`src/logic/kli_cfg.svh`:
```
// Offsets, field positions, reset values and timing counts of the keypad level interrupt block
`ifndef KLI_CFG_SVH
`define KLI_CFG_SVH

// ============================================================
// Bus geometry
`define KLI_ADDR_W 10
`define KLI_DATA_W 32
`define KLI_LINES 8

// ============================================================
// Register indices, byte address is four times the index
`define KLI_IDX_LEVEL 8'h9C
`define KLI_IDX_ENABLE 8'h9D
`define KLI_IDX_FLAGS 8'h9E
`define KLI_IDX_GLOBAL 8'hA0
`define KLI_IDX_PINS 8'hA1

// ============================================================
// Field positions
`define KLI_GLOBAL_EN_BIT 0
`define KLI_BYTE0_BIT 0

// ============================================================
// Reset values
`define KLI_RST_LEVEL 8'h00
`define KLI_RST_ENABLE 8'h00
`define KLI_RST_FLAGS 8'h00
`define KLI_RST_GLOBAL 1'h0
`define KLI_RST_RDATA 32'h0000_0000
`define KLI_RST_WAITREQ 1'h1
// Port lines idle high behind their pull-ups
`define KLI_RST_LINE 1'h1

// ============================================================
// Timing counts
`define KLI_SYNC_STAGES 2

`endif

```
`src/logic/kli_pkg.sv`:
```
// Types shared by the keypad level interrupt block
`include "kli_cfg.svh"

package kli_pkg;

    // ============================================================
    // Avalon-MM request from the master
    typedef struct packed {
        logic read;
        logic write;
        logic [`KLI_ADDR_W-1:0] address;
        logic [`KLI_DATA_W-1:0] writedata;
        logic [3:0] byteenable;
    } kli_avm_req_type;

    // ============================================================
    // Avalon-MM answer to the master
    typedef struct packed {
        logic [`KLI_DATA_W-1:0] readdata;
        logic waitrequest;
    } kli_avm_rsp_type;

    // ============================================================
    // Block state
    typedef struct packed {
        logic [`KLI_LINES-1:0] levels;
        logic [`KLI_LINES-1:0] enables;
        logic [`KLI_LINES-1:0] flags;
        logic global_en;
        logic waitreq;
        logic [`KLI_DATA_W-1:0] rdata;
        logic irq;
        logic wake;
        logic [`KLI_LINES-1:0] kbd_mode;
    } kli_state_type;

endpackage

```
`src/logic/kli_sync.sv`:
```
// Two-stage synchroniser for the port one lines
`timescale 1ns/1ps
`include "kli_cfg.svh"

module kli_sync (
    // Clock and reset
    input wire logic i_core_clk,
    input wire logic i_rst_n,
    // Lines
    input wire logic [`KLI_LINES-1:0] i_lines,
    output logic [`KLI_LINES-1:0] o_lines
);

    logic [`KLI_LINES-1:0] meta_q;
    logic [`KLI_LINES-1:0] sync_q;

    // ============================================================
    // Per-line stages
    // Only the second stage is read outside
    genvar g;
    generate
        for (g = 0; g < `KLI_LINES; g = g + 1) begin : g_line
            always_ff @(posedge i_core_clk or negedge i_rst_n) begin
                if (!i_rst_n) begin
                    // Idle level, so low detect sees no false match after reset
                    meta_q[g] <= `KLI_RST_LINE;
                    sync_q[g] <= `KLI_RST_LINE;
                end else begin
                    meta_q[g] <= i_lines[g];
                    sync_q[g] <= meta_q[g];
                end
            end
        end
    endgenerate

    assign o_lines = sync_q;

endmodule // kli_sync

```
`src/logic/kli_top.sv`:
```
// Keypad level interrupt block on port one with Avalon-MM register access
//
// Summary of operation
// - Flag register read-only, cleared by read, zero reset
// - Enable zero: standard I/O, no request
// - Request is OR of enabled set flags
// - Select zero detects low line level
// - Select one detects high line level
// - Matching level sets sticky line flag
// - Global enable gates shared keypad request
// - Enabled line event wakes idle processor
//
// The implementer's own choice: the Avalon-MM slave port.
`timescale 1ns/1ps
`include "kli_cfg.svh"

module kli_top (
    // Clock and reset
    input wire logic i_core_clk,
    input wire logic i_rst_n,
    // Register bus
    input wire kli_pkg::kli_avm_req_type i_avm,
    output kli_pkg::kli_avm_rsp_type o_avm,
    // Port one lines from the keypad matrix
    input wire logic [`KLI_LINES-1:0] i_port_one,
    // Per-line pin function, high for keypad use
    output logic [`KLI_LINES-1:0] o_line_kbd_mode,
    // Interrupt and wake
    output logic o_irq,
    output logic o_wake
);

    // ============================================================
    // State and locals
    kli_pkg::kli_state_type st_q;
    kli_pkg::kli_state_type st_d;
    logic [`KLI_LINES-1:0] line_sync;
    logic [`KLI_LINES-1:0] line_match;
    logic [7:0] reg_index;
    logic word_aligned;
    logic hit_level;
    logic hit_enable;
    logic hit_flags;
    logic hit_global;
    logic hit_pins;
    logic req_any;
    logic req_take;
    logic req_ack;
    logic wr_lane0;
    logic rd_clear;
    logic [`KLI_DATA_W-1:0] rd_value;

    // ============================================================
    // Line synchronisers
    kli_sync u_sync (
        .i_core_clk(i_core_clk),
        .i_rst_n(i_rst_n),
        .i_lines(i_port_one),
        .o_lines(line_sync)
    );

    // ============================================================
    // Per-line level comparison
    genvar g;
    generate
        for (g = 0; g < `KLI_LINES; g = g + 1) begin : g_match
            // Low detect when select is zero, high detect when one
            assign line_match[g] = st_q.levels[g] ? line_sync[g] : ~line_sync[g];
        end
    endgenerate

    // ============================================================
    // Address decode
    assign reg_index = i_avm.address[`KLI_ADDR_W-1:2];
    assign word_aligned = (i_avm.address[1:0] == 2'h0);
    assign hit_level = word_aligned && (reg_index == `KLI_IDX_LEVEL);
    assign hit_enable = word_aligned && (reg_index == `KLI_IDX_ENABLE);
    assign hit_flags = word_aligned && (reg_index == `KLI_IDX_FLAGS);
    assign hit_global = word_aligned && (reg_index == `KLI_IDX_GLOBAL);
    assign hit_pins = word_aligned && (reg_index == `KLI_IDX_PINS);

    // ============================================================
    // Handshake
    // First edge of a request takes it, second edge acknowledges it
    assign req_any = i_avm.read | i_avm.write;
    assign req_take = req_any & st_q.waitreq;
    assign req_ack = req_any & ~st_q.waitreq;
    assign wr_lane0 = req_ack & i_avm.write & i_avm.byteenable[`KLI_BYTE0_BIT];
    // Clear happens when the read is taken, so the value read is the value lost
    assign rd_clear = req_take & i_avm.read & hit_flags;

    // ============================================================
    // Read multiplexer
    always_comb begin
        rd_value = `KLI_RST_RDATA;
        if (hit_level) begin
            rd_value[`KLI_LINES-1:0] = st_q.levels;
        end else if (hit_enable) begin
            rd_value[`KLI_LINES-1:0] = st_q.enables;
        end else if (hit_flags) begin
            rd_value[`KLI_LINES-1:0] = st_q.flags;
        end else if (hit_global) begin
            rd_value[`KLI_GLOBAL_EN_BIT] = st_q.global_en;
        end else if (hit_pins) begin
            rd_value[`KLI_LINES-1:0] = line_sync;
        end
    end

    // ============================================================
    // Next state
    always_comb begin
        st_d = st_q;

        // Bus answer
        st_d.waitreq = ~req_take;
        if (req_take && i_avm.read) begin
            st_d.rdata = rd_value;
        end

        // Writes; flag register ignores writes
        if (wr_lane0 && hit_level) begin
            st_d.levels = i_avm.writedata[`KLI_LINES-1:0];
        end
        if (wr_lane0 && hit_enable) begin
            st_d.enables = i_avm.writedata[`KLI_LINES-1:0];
        end
        if (wr_lane0 && hit_global) begin
            st_d.global_en = i_avm.writedata[`KLI_GLOBAL_EN_BIT];
        end

        // Sticky flags; a match in the clearing cycle wins over the clear
        st_d.flags = (st_q.flags & ~{`KLI_LINES{rd_clear}}) | line_match;

        // Disabled lines stay ordinary port pins
        st_d.kbd_mode = st_d.enables;

        // Shared request through one vector
        st_d.irq = st_d.global_en & (|(st_d.flags & st_d.enables));

        // Wake does not wait on the global enable
        st_d.wake = |(st_d.flags & st_d.enables);
    end

    // ============================================================
    // State register
    always_ff @(posedge i_core_clk or negedge i_rst_n) begin
        if (!i_rst_n) begin
            st_q.levels <= `KLI_RST_LEVEL;
            st_q.enables <= `KLI_RST_ENABLE;
            st_q.flags <= `KLI_RST_FLAGS;
            st_q.global_en <= `KLI_RST_GLOBAL;
            st_q.waitreq <= `KLI_RST_WAITREQ;
            st_q.rdata <= `KLI_RST_RDATA;
            st_q.irq <= 1'h0;
            st_q.wake <= 1'h0;
            st_q.kbd_mode <= `KLI_RST_ENABLE;
        end else begin
            st_q <= st_d;
        end
    end

    // ============================================================
    // Outputs
    assign o_avm = '{readdata: st_q.rdata, waitrequest: st_q.waitreq};
    assign o_line_kbd_mode = st_q.kbd_mode;
    assign o_irq = st_q.irq;
    assign o_wake = st_q.wake;

endmodule // kli_top

```
`config.mk`:
```
export PLATFORM = sky130hd
export DESIGN_NAME = kli_top
export DESIGN_NICKNAME = d
export VERILOG_FILES = /design/src/logic/kli_pkg.sv /design/src/logic/kli_sync.sv /design/src/logic/kli_top.sv
export VERILOG_INCLUDE_DIRS = /design/src /design/src/logic
export SDC_FILE = /design/constraint.sdc
export NUM_CORES = 1
export LEC_CHECK = 0
export BUFFER_PORTS_ARGS = -buffer_cell sky130_fd_sc_hd__buf_2
export CORE_MARGIN = 2
export CORE_UTILIZATION = 30
export CTS_CLUSTER_DIAMETER = 200
export CTS_CLUSTER_SIZE = 28
export DETAILED_ROUTE_END_ITERATION = 6
export GPL_ROUTABILITY_DRIVEN = 0
export PLACE_DENSITY = 0.61
export SYNTH_ARGS = -nofsm -noshare
export SYNTH_HDL_FRONTEND = slang
export SYNTH_HIERARCHICAL = 1
export SYNTH_SLANG_ARGS = --single-unit
```
`constraint.sdc`:
```
create_clock -name i_core_clk -period 4.45 [get_ports i_core_clk]
set_clock_uncertainty 0.1 [all_clocks]
set_input_delay 1.335 -clock i_core_clk [delete_from_list [all_inputs] [get_ports i_core_clk]]
set_output_delay 1.335 -clock i_core_clk [all_outputs]
set_load 0.005 [all_outputs]
```
Word level (Yosys, flattened, before mapping) --
Cells that the tools add are included.
Storage, ports and cells: input port bits 58, register bits after elaboration 52, output and inout port bits 43, word-level logic and storage cells 78
Operators by class: equality and inequality tests 5, bitwise operators 22, reduce and logical (&&, ||, !) cells 11, muxes and demuxes 16
Operators with widths (number):
- == test 8 bit (second input constant) | 5
- 2-to-1 mux 8 bit | 5
- bitwise AND 8 bit | 2
- 2-to-1 mux 1 bit | 10
- NOT 1 bit | 10
- logical AND 1 bit | 9
- NOT 8 bit | 1
- bitwise OR 8 bit | 1
- OR reduction 8 bit | 1
- bitwise AND 1 bit | 7
- 2-to-1 mux 7 bit | 1
- zero test 2 bit | 1
- bitwise OR 1 bit | 1

Depth between registers and ports, before layout --
word-level depth 10, mapped depth 7, depth with buffers taken out 5

Modules after synthesis --
Netlist, hierarchy kept.
By module, submodules not included:
- kli_top | cells an instance 176, area an instance 2000.7 µm², instances 1, sequential area each 902.1 µm²
- kli_sync | cells an instance 16, area an instance 420.4 µm², instances 1, sequential area each 420.4 µm²

Worst setup path before layout --
No wires, ideal clock.
kind input to register, from in i_avm[44] (netlist name), to reg st_q, in the netlist o_irq, slack 0.980 ns, path buffers 2, data required time 4.210 ns, cell stages on the path 7, setup time 0.140 ns, arrival time 3.230 ns, path through or4b_1 -> buf_2 -> or4b_1 -> buf_6 -> mux2_4 -> a22oi_2 -> a41oi_1
RTL lines:
- from (decl) | line kli_top.sv:22 | input wire kli_pkg::kli_avm_req_type i_avm,
- to (signal assigned) | line kli_top.sv:158 | st_q <= st_d;
- to (decl) | line kli_top.sv:35 | kli_pkg::kli_state_type st_q;

==> impl_summary.txt <==
----------------------------------------------------
[Job]
  Number of maximum-capacitance constraint violations ... 0

[Critical path]
  Critical path start-end classification ... input port to flop
  Worst-path cell with the longest stage delay ... sky130_fd_sc_hd__or4b_1
  Biggest fanout along the worst timing path ... 8
  CP cell instances ... buf_2 > or4b_1 > or4b_1 > mux2_4 > a22oi_2 > a41oi_1
  Data arrival at the endpoint of the critical path ... roughly 3.7 ns
  Nature of the critical path endpoint ... flop
  Critical Path RT ... roughly 4.5 ns
  Startpoint type of the worst setup path ... input port
  Cell type group with the largest total delay on the critical path ... simple AND/OR/NAND/NOR gates
  Most numerous cell on the critical path ... sky130_fd_sc_hd__or4b_1
  CP Buf/Inv Count ... 1
  Slowest Stage Delay on Critical Path ... between 0.7 and 0.8 ns

[STA]
  Setup violation total in the final timing report ... 0
  Relative slew margins ... between 20% and 30%
  Time the worst path needs with I/O delays and setup ... 3.657 ns
  Worst setup slack after layout ... slightly below 0.8 ns
  Unrepaired setup endpoints after global routing ... false
  Final Cycle Share ... 82.17%
  Setup TNS ... 0 ns
  Number of hold violations in the final report ... 0
  Least-Margin Pin Slew ... around 1.1 ns
  Maximum clock frequency ... approximately 270 MHz
  Number of max-slew violations in the final report ... 0

[Global routing]
  First-pass GRT wire length ... approximately 7600 um
  Number of antenna violations at the first check in global routing ... 0
  Combined global-route utilization of all metal layers ... 11.41%
  Overall overflow remaining after global route ... 0
  Maximum number of pins on one net before global-route repair ... 50
  Vias in the first global route ... between 1,000 and 1,500

[Power and ir drop]
  Highest ir drop seen on vdd ... between 0.1 and 0.15 mV
  Power density of the placed cells ... between 300 and 400 nW/um^2
  Leak Pwr ... 0.001235 uW

[CTS]
  Number of hold buffers added after cts ... 0
  Maximum number of buffers from clock root to sink ... 2
  CTS H-tree lvls ... 2
  Clock buffers created by TritonCTS ... 5
  Buffer count from post-CTS setup fixing ... 0
  CTS tree ... built
  Clock latency on the worst-skew pair ... around 0.30 ns
  Clock transition at the registers of the reported paths ... around 0.08 ns
  Count of instances resized after the clock tree is built ... 0
  Clock Root Buffer ... sky130_fd_sc_hd__clkbuf_8
  Sink Count ... 52

[Floorplan]
  I/O pin count ... just over 100
  Die Area ... roughly 8800 um^2
  Height of the die ... 93.84 um
  Cell Rows ... 32
  Initial core utilization ... between 30 and 40%
  Overall die width ... between 90 and 100 um
  Placeable Area ... between 7000 and 8000 um^2

[Cells and area]
  Commonest cells after routing, fill and taps aside ... 49 x sky130_fd_sc_hd__buf_2, 35 x sky130_fd_sc_hd__dfrtp_1, 24 x sky130_fd_sc_hd__conb_1
  Leading cell type in the layout, fill and taps excluded ... sky130_fd_sc_hd__buf_2
  Fraction of layout cells with a size suffix above 1 ... a little over two fifths
  Area growth syn-to-layout ... 10.70%
  Diodes inserted ... 0
  End-of-flow core utilization ... about a third
  Final nets ... 289

[Logic synthesis]
  Main combinational cell family by area after synthesis ... buffers and inverters
  Mean area per synthesized cell ... ~13 um^2
  Synthesized instance count ... roughly 190
  Distinct cells, synth ... 35
  Area share of xor/xnor cells in the synthesized design ... under 10%
  Count of synthesis-stage warnings from yosys ... 6
  Post-synth EDFFs ... 0
  Predominant post-synthesis flop cell ... sky130_fd_sc_hd__dfrtp_1
  Adder and majority cell fraction of the synthesized area ... 0%
  Compound-cell area share of the yosys netlist ... about 13%
  Multiplexer area fraction after synthesis ... 8.424%
  Basic-gate share of the synthesized area counting and, or, nand and nor cells ... approximately 6.8%
  Combined area of all synthesized cells ... about 2400 um^2
  Fraction of synthesis flops using an asynchronous set or reset pin ... 100.0%
  Register area share after synthesis ... between 50% and 60%
  Number of synthesized register bits ... 52

[Place]
  Half-perimeter wire length after placement ... between 3000 and 4000 um
  Quantity of I/O buffers inserted on ports ... 49
  Pre-CTS WS ... around 0.5 ns

[Detailed routing]
  Wire length reported by the detailed router ... around 4800 um
  Routed wirelength normalized by instance count ... around 14 um
  ANT nets after route ... 0
  Residual DRC count ... 0
  TritonRoute pass-1 iters ... 7
  DR iter-0 viols ... 60
  Via density per instance ... around 4.5
  Vias ... about 1,500

[Outcome]
  Run status ... finished, final reports clean

[Min path]
  Type of the tightest min-delay check ... flop to flop

----------------------------------------------------
[final timing paths]
kind / end / start / slack, ns / cells past startpoint
max: o_irq / i_avm[44] / 0.79 / 6
min: u_sync/o_lines[5] / u_sync/meta_q[5] / 0.26 / 0
max reg2reg: o_irq / o_avm[0] / 1.78 / 5
min reg2reg: u_sync/o_lines[5] / u_sync/meta_q[5] / 0.26 / 0
max in group asynchronous: u_sync/o_lines[3] / i_rst_n / 2.36 / 2
min in group asynchronous: o_avm[5] / i_rst_n / 1.13 / 1
[final cells by class]
type,count,area [um^2]
clock buffer,8,90.09
sequential,52,1323
tap,102,127.6
fill,784,5087
inverter,3,11.26
timing repair buffer,55,290.3
multi-input combinational,114,838.3
[kinds of logic (layout without fill, tap and decap cells)]
| family | count (synthesis) | in the layout |
|---|---|---|
| AO/OA/AOI/OAI | 39 | 39 |
| buffers and inverters | 49 | 66 |
| flip-flops | 52 | 52 |
| XOR/XNOR | 8 | 8 |
| other | 1 | 24 |
| AND/OR/NAND/NOR | 26 | 26 |
| multiplexers | 17 | 17 |
[sequential cells by signal, indices dropped and copies added, names as in the netlist]
register	cells
u_sync/o_lines	8
o_line_kbd_mode	8
o_avm	9
o_irq	1
st_q	17
o_wake	1
u_sync/meta_q	8
[report_power, final]
part | total (uW) | switching, uW | internal (uW) | leakage, uW
sequential | 495 | 5.89 | 489 | 0.000621
combinational | 46.3 | 28.7 | 17.5 | 0.000568
clock | 271 | 144 | 127 | 0.0000455
total | 812 | 178 | 633 | 0.00123
[Yosys cell counts (all sizes together), types with 4 or more instances]
cell	number	area (um^2)
xnor2	8	70.07
nand2	10	37.54
o21ai	10	50.05
buf	44	327.8
mux2	15	183.9
a221oi	7	61.31
a21o	8	60.06
dfstp	17	446.7
a22oi	4	50.05
a22o	7	61.31
dfrtp	35	875.8
[worst register-to-register path, delay by kind of cell, from the launching register on]
kind | cells | cell delay, ns
AO/OA/AOI/OAI | 2 | 0.42
flip-flops | 1 | 0.39
multiplexers | 1 | 0.41
AND/OR/NAND/NOR | 2 | 1.20
[per-stage QoR]
stage	instance area (um^2)	hold slack, ns	total power (uW)	std cells
floorplan	2507	0.2452	537.4	215
global placement	2590	0.2460	549.4	326
detailed placement	2590	0.2468	550.4	326
CTS	2680	0.2598	823.6	334
global route	2680	0.2647	854.3	334
finish	2680	0.2583	811.5	334
[routing by layer]
| layer | GRT usage [%] | part of all wire [%] |
|---|---|---|
| met5 | 0 | 0 |
| met2 | 18.27 | 47 |
| met1 | 15.27 | 45 |
| met4 | 3.623 | 1.2 |
| met3 | 2.729 | 7.0 |
Power figures use the tool's default switching activity.
